$ cat src/lprc_pkg.sv
// constants for the low power reset control block
`default_nettype none
package lprc_pkg;
  localparam int unsigned RESET_MIN_OSC_PERIODS = 24;
  localparam int unsigned RESET_CNT_W           = 5;
  localparam logic [1:0]  PWR_CTL_IDLE_BIT      = 2'h0;
  localparam logic [1:0]  PWR_CTL_PD_BIT        = 2'h1;
  localparam int unsigned PWR_CTL_W             = 8;
  localparam int unsigned PORT_W                = 8;
  typedef enum logic [1:0] {
    LPRC_RUN   = 2'h0,
    LPRC_IDLE  = 2'h1,
    LPRC_PDOWN = 2'h2
  } lprc_mode_t;
endpackage
`default_nettype wire

$ cat src/lprc_reset_detect.sv
// reset pin synchroniser and high-level length detector
`default_nettype none
module lprc_reset_detect #(
  parameter int unsigned MIN_PERIODS = lprc_pkg::RESET_MIN_OSC_PERIODS
) (
  input  wire logic clk_in,        // oscillator clock
  input  wire logic rst_pin_in,    // raw reset pin
  output logic      reset_out      // internal reset level
);
  // power-up values: nothing can reset the block that makes the reset
  logic s1_q = 1'b0;
  logic s2_q = 1'b0;
  logic s3_q = 1'b0;
  logic [lprc_pkg::RESET_CNT_W-1:0] cnt_q = '0;
  logic [lprc_pkg::RESET_CNT_W-1:0] cnt_d;
  wire  high_agreed;
  wire  at_min;

  assign high_agreed = s2_q & s3_q;
  assign at_min      = (cnt_q >= lprc_pkg::RESET_CNT_W'(MIN_PERIODS));
  assign cnt_d       = !high_agreed ? '0 : (at_min ? cnt_q : cnt_q + 1'b1);

  // no reset here: this block makes the reset
  always_ff @(posedge clk_in) begin
    s1_q  <= rst_pin_in;
    s2_q  <= s1_q;
    s3_q  <= s2_q;
    cnt_q <= cnt_d;
  end

  assign reset_out = at_min & high_agreed;

  property p_reset_after_min;
    @(posedge clk_in) (high_agreed && cnt_q == lprc_pkg::RESET_CNT_W'(MIN_PERIODS - 1)) ##1 high_agreed
      |-> reset_out;
  endproperty
  a_reset_after_min: assert property (p_reset_after_min) else $error("reset not raised after count");

  property p_low_clears;
    @(posedge clk_in) !high_agreed |=> (cnt_q == '0) && !reset_out;
  endproperty
  a_low_clears: assert property (p_low_clears) else $error("count not cleared on low pin");
endmodule
`default_nettype wire

$ cat src/lprc_top.sv
// low power reset control: reset detect, idle and power-down sequencing
// Summary of operation
// - Reset pin high for 24 oscillator periods with oscillator running resets the device.
// - Internal clock comes from a divide-by-two flip-flop, duty cycle irrelevant.
// - Idle request instruction is the last completed before idle takes effect.
// - Idle halts the processor; processor state, RAM and registers stay unchanged.
// - Any enabled interrupt ends idle; service routine runs, then program continues.
// - Hardware reset ends idle and restarts like power-on reset.
// - Power-down completes the requesting instruction, then stops the oscillator.
// - Only RAM contents are guaranteed retained in power-down.
// - Only hardware reset ends power-down; interrupts do not.
// - Idle and power-down requests come from power control register bits.
// - Idle: strobes high, pulse outputs high; port 0 floats with external memory.
// - Power-down: strobes low, pulse outputs high; port 0 floats with external memory.
`default_nettype none
module lprc_top #(
  parameter int unsigned RESET_PERIODS = lprc_pkg::RESET_MIN_OSC_PERIODS
) (
  input  wire logic                          clk_in,                   // oscillator input pin clock
  input  wire logic                          rst_in,                   // reset pin level
  input  wire logic [lprc_pkg::PWR_CTL_W-1:0] power_control_register_in,// power control register contents
  input  wire logic                          instr_done_in,            // core completes an instruction
  input  wire logic                          int_pending_in,           // an enabled interrupt is pending
  input  wire logic                          ext_prog_mem_in,          // program runs from external memory
  input  wire logic                          core_ale_in,              // core address latch strobe
  input  wire logic                          core_fetch_in,            // core program fetch strobe
  input  wire logic                          core_pulse0_in,           // core pulse output zero
  input  wire logic                          core_pulse1_in,           // core pulse output one
  input  wire logic [lprc_pkg::PORT_W-1:0]   core_p2_in,               // core port 2 drive value
  input  wire logic [lprc_pkg::PORT_W-1:0]   addr_hi_in,               // high address byte
  output logic                               sys_reset_out,            // internal reset
  output logic                               clk_en_out,               // divide-by-two clock enable
  output logic                               core_run_out,             // core may advance
  output logic                               periph_run_out,           // peripherals may advance
  output logic                               osc_stop_out,             // oscillator stopped
  output logic                               idle_clear_out,           // clear idle bit pulse
  output logic                               address_latch_strobe_out, // address latch strobe pin
  output logic                               program_fetch_strobe_out, // program fetch strobe pin
  output logic                               pulse_output_zero_out,    // pulse output zero pin
  output logic                               pulse_output_one_out,     // pulse output one pin
  output logic                               port0_oe_out,             // port 0 drive enable
  output logic                               port2_addr_sel_out,       // port 2 carries address
  output logic [lprc_pkg::PORT_W-1:0]        port2_out                 // port 2 value
);
  ////////////////////////////////////////////////////////////////////////////
  lprc_pkg::lprc_mode_t mode_q;
  lprc_pkg::lprc_mode_t mode_d;
  logic div_q;
  logic [lprc_pkg::PORT_W-1:0] p2_q;
  wire  rst_int;
  wire  idle_req;
  wire  pd_req;
  wire  in_idle;
  wire  in_pd;

  lprc_reset_detect #(
    .MIN_PERIODS (RESET_PERIODS)
  ) u_det (
    .clk_in     (clk_in),
    .rst_pin_in (rst_in),
    .reset_out  (rst_int)
  );

  assign idle_req = power_control_register_in[lprc_pkg::PWR_CTL_IDLE_BIT];
  assign pd_req   = power_control_register_in[lprc_pkg::PWR_CTL_PD_BIT];
  assign in_idle  = (mode_q == lprc_pkg::LPRC_IDLE);
  assign in_pd    = (mode_q == lprc_pkg::LPRC_PDOWN);

  ////////////////////////////////////////////////////////////////////////////
  // divide by two; frozen while the oscillator is stopped
  always_ff @(posedge clk_in) begin
    if (rst_in | rst_int) begin
      div_q <= 1'b0;
    end else if (!in_pd) begin
      div_q <= ~div_q;
    end
  end
  assign clk_en_out = div_q & !in_pd;

  ////////////////////////////////////////////////////////////////////////////
  always_comb begin
    mode_d = mode_q;
    case (mode_q)
      lprc_pkg::LPRC_RUN: begin
        if (clk_en_out && instr_done_in && pd_req) begin
          mode_d = lprc_pkg::LPRC_PDOWN;
        end else if (clk_en_out && instr_done_in && idle_req) begin
          mode_d = lprc_pkg::LPRC_IDLE;
        end
      end
      lprc_pkg::LPRC_IDLE: begin
        if (int_pending_in) begin
          mode_d = lprc_pkg::LPRC_RUN;
        end
      end
      lprc_pkg::LPRC_PDOWN: begin
        mode_d = lprc_pkg::LPRC_PDOWN;
      end
      default: begin
        mode_d = lprc_pkg::LPRC_RUN;
      end
    endcase
  end

  // reset releases idle and power-down alike
  always_ff @(posedge clk_in) begin
    if (rst_in | rst_int) begin
      mode_q <= lprc_pkg::LPRC_RUN;
    end else begin
      mode_q <= mode_d;
    end
  end

  assign sys_reset_out  = rst_int;
  assign core_run_out   = clk_en_out & !in_idle;
  assign periph_run_out = clk_en_out;
  assign osc_stop_out   = in_pd;
  assign idle_clear_out = in_idle & int_pending_in;

  ////////////////////////////////////////////////////////////////////////////
  // pin states; port 2 keeps the address on idle entry with external memory, else the data; the data on power-down entry
  always_ff @(posedge clk_in) begin
    if (rst_in | rst_int) begin
      p2_q <= '0;
    end else if (!in_idle && !in_pd) begin
      p2_q <= (ext_prog_mem_in & !pd_req) ? addr_hi_in : core_p2_in;
    end
  end

  assign address_latch_strobe_out = in_idle ? 1'b1 : (in_pd ? 1'b0 : core_ale_in);
  assign program_fetch_strobe_out = in_idle ? 1'b1 : (in_pd ? 1'b0 : core_fetch_in);
  assign pulse_output_zero_out    = (in_idle | in_pd) ? 1'b1 : core_pulse0_in;
  assign pulse_output_one_out     = (in_idle | in_pd) ? 1'b1 : core_pulse1_in;
  assign port0_oe_out             = !((in_idle | in_pd) & ext_prog_mem_in);
  assign port2_addr_sel_out       = ext_prog_mem_in & !in_pd;
  assign port2_out                = p2_q;

  ////////////////////////////////////////////////////////////////////////////
  property p_pd_sticky;
    @(posedge clk_in) disable iff (rst_in | rst_int) in_pd |=> in_pd;
  endproperty
  a_pd_sticky: assert property (p_pd_sticky) else $error("power-down left without reset");

  property p_idle_entry;
    @(posedge clk_in) disable iff (rst_in | rst_int)
      (mode_q == lprc_pkg::LPRC_RUN && clk_en_out && instr_done_in && idle_req && !pd_req) |=> in_idle;
  endproperty
  a_idle_entry: assert property (p_idle_entry) else $error("idle not entered");

  property p_idle_exit;
    @(posedge clk_in) disable iff (rst_in | rst_int) (in_idle && int_pending_in) |=> !in_idle;
  endproperty
  a_idle_exit: assert property (p_idle_exit) else $error("idle not left on interrupt");

  property p_idle_pins;
    @(posedge clk_in) in_idle |-> address_latch_strobe_out && program_fetch_strobe_out
      && pulse_output_zero_out && pulse_output_one_out && !core_run_out;
  endproperty
  a_idle_pins: assert property (p_idle_pins) else $error("idle pin state wrong");

  property p_pd_pins;
    @(posedge clk_in) in_pd |-> !address_latch_strobe_out && !program_fetch_strobe_out
      && pulse_output_zero_out && pulse_output_one_out && osc_stop_out && !clk_en_out;
  endproperty
  a_pd_pins: assert property (p_pd_pins) else $error("power-down pin state wrong");

  property p_reset_exits;
    @(posedge clk_in) rst_int |=> (mode_q == lprc_pkg::LPRC_RUN);
  endproperty
  a_reset_exits: assert property (p_reset_exits) else $error("reset did not restart");

  property p_div;
    @(posedge clk_in) disable iff (rst_in | rst_int) (clk_en_out && !in_pd) |=> !clk_en_out;
  endproperty
  a_div: assert property (p_div) else $error("clock enable not halved");

  property p_port2_hold;
    @(posedge clk_in) disable iff (rst_in | rst_int) (in_idle && $past(in_idle)) |-> $stable(port2_out);
  endproperty
  a_port2_hold: assert property (p_port2_hold) else $error("port 2 changed in idle");

  ////////////////////////////////////////////////////////////////////////////
  property p_pd_entry;
    @(posedge clk_in) disable iff (rst_in | rst_int)
      (mode_q == lprc_pkg::LPRC_RUN && clk_en_out && instr_done_in && pd_req) |=> in_pd;
  endproperty
  a_pd_entry: assert property (p_pd_entry) else $error("power-down not entered");

  property p_entry_on_retire;
    @(posedge clk_in) disable iff (rst_in | rst_int)
      (mode_q == lprc_pkg::LPRC_RUN && !(clk_en_out && instr_done_in)) |=> (mode_q == lprc_pkg::LPRC_RUN);
  endproperty
  a_entry_on_retire: assert property (p_entry_on_retire) else $error("mode left before instruction end");

  property p_idle_stay;
    @(posedge clk_in) disable iff (rst_in | rst_int) (in_idle && !int_pending_in) |=> in_idle;
  endproperty
  a_idle_stay: assert property (p_idle_stay) else $error("idle left without interrupt");

  property p_port0_float;
    @(posedge clk_in) ((in_idle || in_pd) && ext_prog_mem_in) |-> !port0_oe_out;
  endproperty
  a_port0_float: assert property (p_port0_float) else $error("port 0 driven in low power");

  property p_port0_drive;
    @(posedge clk_in) !ext_prog_mem_in |-> port0_oe_out;
  endproperty
  a_port0_drive: assert property (p_port0_drive) else $error("port 0 released with internal memory");

  property p_port2_addr_idle;
    @(posedge clk_in) (in_idle && ext_prog_mem_in) |-> port2_addr_sel_out;
  endproperty
  a_port2_addr_idle: assert property (p_port2_addr_idle) else $error("port 2 not on address in idle");

  property p_port2_data_pd;
    @(posedge clk_in) in_pd |-> !port2_addr_sel_out;
  endproperty
  a_port2_data_pd: assert property (p_port2_data_pd) else $error("port 2 on address in power-down");

  property p_pd_port2_hold;
    @(posedge clk_in) disable iff (rst_in | rst_int) (in_pd && $past(in_pd)) |-> $stable(port2_out);
  endproperty
  a_pd_port2_hold: assert property (p_pd_port2_hold) else $error("port 2 changed in power-down");

  property p_periph_idle;
    @(posedge clk_in) (in_idle && clk_en_out) |-> periph_run_out;
  endproperty
  a_periph_idle: assert property (p_periph_idle) else $error("peripherals stopped in idle");
endmodule
`default_nettype wire

$ cat config.mk
export PLATFORM = sky130hd
export DESIGN_NAME = lprc_top
export DESIGN_NICKNAME = d
export VERILOG_FILES = /design/src/lprc_pkg.sv /design/src/lprc_reset_detect.sv /design/src/lprc_top.sv
export SDC_FILE = /design/constraint.sdc
export NUM_CORES = 1
export LEC_CHECK = 0
export BUFFER_PORTS_ARGS = -buffer_cell sky130_fd_sc_hd__buf_2
export CAP_MARGIN = 10
export CORE_ASPECT_RATIO = 1.5
export CORE_MARGIN = 8
export CORE_UTILIZATION = 49
export CTS_BUF_LIST = sky130_fd_sc_hd__clkbuf_4
export DETAILED_ROUTE_END_ITERATION = 12
export PLACE_DENSITY = 0.95
export SYNTH_ARGS = -nofsm -noshare
export SYNTH_HDL_FRONTEND = slang
export SYNTH_SLANG_ARGS = --single-unit
$ cat constraint.sdc
create_clock -name clk_in -period 3.7 [get_ports clk_in]
set_input_delay 0.74 -clock clk_in [delete_from_list [all_inputs] [get_ports clk_in]]
set_output_delay 0.74 -clock clk_in [all_outputs]
set_load 0.05 [all_outputs]
[After elaboration in Yosys (flattened, before gate mapping)]
Cells that the tools add are included.
W data, S select, Z words.
Word-level totals
  bits in registers: 19
  bits in latches: 0
  bits in writable memories: 0
  bits in read-only memories: 0
  output and inout port bits: 20
  memories: 0
Cells by class
  add/sub/neg operators: 1
  $mul: 0
  div/mod/pow operators: 0
  order comparisons: 1
  equal/unequal tests: 4
  shift-type cells: 0
  muxes and demuxes: 11
  bitwise operators: 11
  reduce and logical (&&, ||, !) cells: 10
Operators by type and width (number)
  $and A1 B1 Y1: 8
  $mux W8: 1
  $mux W1: 6
  $mux W2: 3
  $pmux W2 S3: 1
  $add A5 B1 Y5 const B: 1
  $ge A5 B5 Y1 const B: 1
  $logic_and A1 B1 Y1: 4
  $logic_not A1 Y1: 4
  $ne A3 B3 Y1 const B: 1
  $eq A2 B1 Y1 const B: 1
  $eq A2 B2 Y1 const B: 1
  $logic_not A2 Y1: 1
  $ne A2 B2 Y1 const B: 1
  $or A1 B1 Y1: 2
  $reduce_and A2 Y1: 1
  $not A1 Y1: 1

[Longest topological paths before layout]
  depth in word-level cells: 8
  depth in mapped cells: 6
  mapped depth without buffers: 6

[Modules after synthesis]
A second synthesis with hierarchy kept.
Unflattened totals
  cell total of the unflattened synthesis: 101
  area total of the unflattened synthesis: 1011.0 sq um
Modules (own cells, without submodules)
  lprc_top: times used 1, cells an instance 69, area an instance 681.9 sq um, seq. area each 220.2 sq um
  lprc_reset_detect: times used 1, cells an instance 32, area an instance 329.1 sq um, seq. area each 160.2 sq um

[Worst setup path after synthesis]
OpenSTA, ideal clock, no wires.
  kind: register -> output
  start: register mode_q[0]
  end: output core_run_out
  data arrival time: 2.045 ns
  data required time: 2.960 ns
  slack: 0.915 ns
  cell stages (with the launch flop): 5
  cells stage by stage: dfxtp_1 > inv_1 > ha_1 > nor2b_4 > nor2b_1
On the way
  word-level cells in the longest chain between the ends: 4
  elaborated cells between the ends (all ways): 6
  classes of those cells: 2 x eq/ne; 2 x bitwise; 2 x reduce/logical
Ends and longest elaborated chain
  start: declaration: RTL line lprc_top.sv:46  | lprc_pkg::lprc_mode_t mode_q;
  start signal: assignment: RTL line lprc_top.sv:108  | mode_q <= lprc_pkg::LPRC_RUN;
  start signal: assignment: RTL line lprc_top.sv:110  | mode_q <= mode_d;
  $eq A2 B2 Y1: RTL line lprc_top.sv:67  | assign in_pd = (mode_q == lprc_pkg::LPRC_PDOWN);
  net osc_stop_out: RTL line lprc_top.sv:35  | output logic osc_stop_out,
  $logic_not A1 Y1: RTL line lprc_top.sv:78  | assign clk_en_out = div_q & !in_pd;
  $and A1 B1 Y1: RTL line lprc_top.sv:78
  net clk_en_out: RTL line lprc_top.sv:32  | output logic clk_en_out,
  $and A1 B1 Y1: RTL line lprc_top.sv:115  | assign core_run_out = clk_en_out & !in_idle;
  end: declaration: RTL line lprc_top.sv:33  | output logic core_run_out,
The timed path passes the listed nets, and every way through them passes these cells.

[Worst setup path in the final report]
  start: register mode_q[0]
  end: output pulse_output_one_out
On the way
  word-level cells in the longest chain between the ends: 3
  elaborated cells between the ends (all ways): 4
  classes of those cells: 2 x eq/ne; 1 x mux; 1 x bitwise
Ends and longest elaborated chain
  $eq A2 B1 Y1 / $eq A2 B2 Y1 (equally long branches): RTL line lprc_top.sv:66, lprc_top.sv:67
  $or A1 B1 Y1 *: RTL line lprc_top.sv:133  | assign pulse_output_one_out = (in_idle | in_pd) ? 1'b1 : core_pulse1_in;
  $mux W1 *: RTL line lprc_top.sv:133
  end: declaration: RTL line lprc_top.sv:40  | output logic pulse_output_one_out,
Every way passes the cells marked *; elsewhere a longest branch is shown, timed or not.

==> results list <==
* Largest net degree at the start of global routing: 12
* Leakage: 0.000614 uW
* Post-Syn Area: 975 sq um
* Fraction of layout cells with a size suffix above 1: 0.461
- After filler insertion, the fill cell instance count of the layout stands at 175.
* Most used DFF post-synth: dfxtp_1
* Design Power: 840 uW
- Share of flip-flops with an asynchronous set or reset after synthesis: 0
- Total gr overflow: 0
* Worst endpoint data arrival time: 1.83 ns
- For the pin with the worst max-slew slack, the measured transition is 0.508 ns.
* TritonCTS clock tree: done
* Largest cells by area after synthesis: dfxtp_1 39%, mux2_4 12%, mux2i_1 8.2%
- Highest clock rate: 389 MHz
- Post-route setup TNS: 0 ns
* Total routing usage reported by global routing: 0.128
- CTS built an H-tree with a depth of 1.
- Max-cap violations in this run came to 0.
- Remaining antenna violation count: 0
* Average footprint of a synthesized cell: 10.3 sq um
* DR vias/cell: 5.06
- Sequential share of the synthesized area: 0.390
- Worst-path fanout max: 11
- Dominant cell type by area after synthesis: dfxtp_1
- Routed WL: 2330 microns
- The clock period could shrink to 2.57 ns.
- Number of different library cells in the post-synthesis netlist: 32
- For the final database, setup skew stands at 0.00514 ns.
- After clock tree synthesis, the clock-pin slew on the worst setup and hold paths is 0.10 ns.
- Buffer count from post-CTS setup fixing: 0
- The root buffer cell chosen for the clock tree is clkbuf_4.
- Max transition margin: 0.662
- Of the available clock period, the critical path in the final layout requires 0.695.
* Endpoint of the most critical register-to-register path: mode_q[1]$_SDFFE_PP0P_
* Critical Path Start Type: flop
* Number of antenna diodes: 0
- Dividing the detail-routed wire length by the instance count gives 14.3 microns.
* DRC violation count after routing: 0
- In this run the deepest clock path goes through 2 buffers.
* Total of hold buffers inserted after clock tree synthesis: 0
- Most numerous cell in the Yosys netlist: dfxtp_1
* Worst Hold Endpoint: u_det.s2_q$_DFF_P_
- Count of cells resized by post-cts repair: 0
- From left edge to right edge, the die measures 52.4 microns.
- The wire-length estimate of the detail-placed layout is 1880 microns.
- In the final design database the tool counted 179 nets.
- Layout area overhead: 25.9%
- The floorplan has 20 rows.
* Flip-flop and latch count after synthesis: 19
* Global-route wire length before repair: 3740 microns
- Setup repair after global routing missed its margin: false
- The cell count after synthesis came out at 95.
- 53 I/O pins were placed.
- For this configuration, the core starts out at a cell density of 0.499.
- Share of the synthesized area in the top cell type: 0.390
- Beginning of the worst register-to-register path: mode_q[0]$_SDFFE_PP0P_
- Die height: 70.6 microns
* Antenna violations before repair: 0
- Vias in the first global route: 850
- Type of the tightest min-delay check: reg -> reg
- The number of nets handed over by synthesis was 132.
- DR vias: 825
- The synthesized design contains 0 enable-type register cells.
* Buffers on Ports: 46
- In this run the power density over the cells is 684 nW/um^2.
* Number of cells traversed by the worst hold path: 0
* Final setup violation count: 0
* Category of the critical setup timing path: reg -> out
- The worst setup path is captured at an output port.
* Most used standard cells in the synthesized netlist: 19 x dfxtp_1, 14 x nor2_1, 8 x mux2_4, 8 x mux2i_1
* Worst R2R Setup Slack: 2.18 ns
- Routability-driven placement finished with a final weighted congestion of 0.726.
- Iteration count of the initial detailed-routing pass: 4
* Number of warnings reported in the yosys synthesis log: 0
- HP Start: u_det.s1_q$_DFF_P_
- Count of pins over their slew limit: 0
- Buffers inserted during clock tree synthesis total 3.
- At the later pin of the worst-skew pair, clock insertion delay measures 0.29 ns.
* Status: complete, no violations
- Required time worst endpoint: 2.96 ns
- R2R cell count: 6
- The total area inside the core boundary comes to 1950 sq um.
* Highest ir drop seen on vdd: 0.000376 V
- The die covers 3700 sq um.
* CTS sink cnt: 19
- The detailed router finished its first iteration with 19 violations.
* Fin. Hold Viols: 0
[sequential cells by signal (all words and copies together) (netlist names)]
signal	count
div_q	1
u_det.s3_q	1
u_det.s1_q	1
u_det.s2_q	1
port2_out	8
mode_q	2
u_det.cnt_q	5
[cells by family (layout without fill, tap and decap cells)]
logic type,after synthesis,count (layout),synth area share
buffers and inverters,7,53,0.0475
XOR/XNOR,2,2,0.0180
AND/OR/NAND/NOR,34,34,0.186
flip-flops,19,19,0.390
AO/OA/AOI/OAI,13,13,0.101
multiplexers,16,16,0.205
adder cells (fa/ha/maj),4,4,0.0513
[stage by stage]
stage	hold WS, ns	setup WS, ns	cell area (sq um)	instances	utilization
3_5_place_dp	0.318	1.46	1200	159	0.613
5_1_grt	0.354	1.05	1230	163	0.629
3_3_place_gp	0.311	1.50	1200	159	0.613
4_1_cts	0.343	1.12	1230	163	0.629
6_report	0.345	1.13	1230	163	0.629
2_1_floorplan	0.310	0.915	975	95	-
[cell usage in the layout (no fill, tap or decap), types with 2 or more instances in the layout]
master / n
a31oi_1: 2
a21o_1: 2
mux2i_1: 8
a21oi_1: 2
ha_1: 4
mux2_4: 8
buf_2: 46
nor2_1: 14
a41oi_1: 2
nand3_1: 3
nor2b_1: 3
clkbuf_4: 4
dfxtp_1: 19
or2_2: 2
nand2_1: 4
inv_1: 3
[worst max-delay path, cell delays in order, from the launching register on]
cell     delay [ns]
dfxtp_1        0.37
inv_1          0.07
ha_1           0.51
or2_2          0.37
buf_2          0.21
[how the worst max path moves through the flow]
| stage | startpoint | cells past startpoint | slack [ns] | endpoint |
|---|---|---|---|---|
| after floorplan | mode_q[0]$_SDFFE_PP0P_ | 4 | 0.91 | core_run_out |
| after global placement | mode_q[0]$_SDFFE_PP0P_ | 4 | 1.50 | pulse_output_zero_out |
| after detailed placement | mode_q[0]$_SDFFE_PP0P_ | 4 | 1.46 | pulse_output_one_out |
| after CTS | mode_q[0]$_SDFFE_PP0P_ | 4 | 1.12 | pulse_output_one_out |
| after global routing | mode_q[0]$_SDFFE_PP0P_ | 4 | 1.05 | pulse_output_one_out |
| final | mode_q[0]$_SDFFE_PP0P_ | 4 | 1.13 | pulse_output_one_out |
[report_power, final]
part	switching [uW]	internal, uW	total, uW
sequential	16.0	235	251
clock	58.8	49.3	108
combinational	333	148	480
[final cells by class]
class	instances	area [sq um]	share of cell area
sequential	19	380	0.310
inverter	3	11.3	0.00917
multi-input combinational	69	548	0.446
tap	22	27.5	0.0224
timing repair buffer	46	230	0.188
clock buffer	4	30.0	0.0245
[layer usage]
layer  track usage  share of wire
met1         0.120           0.38
met2         0.234           0.53
met3        0.0314          0.065
met4        0.0694          0.028
met5             0              0
Power figures use the tool's default switching activity.
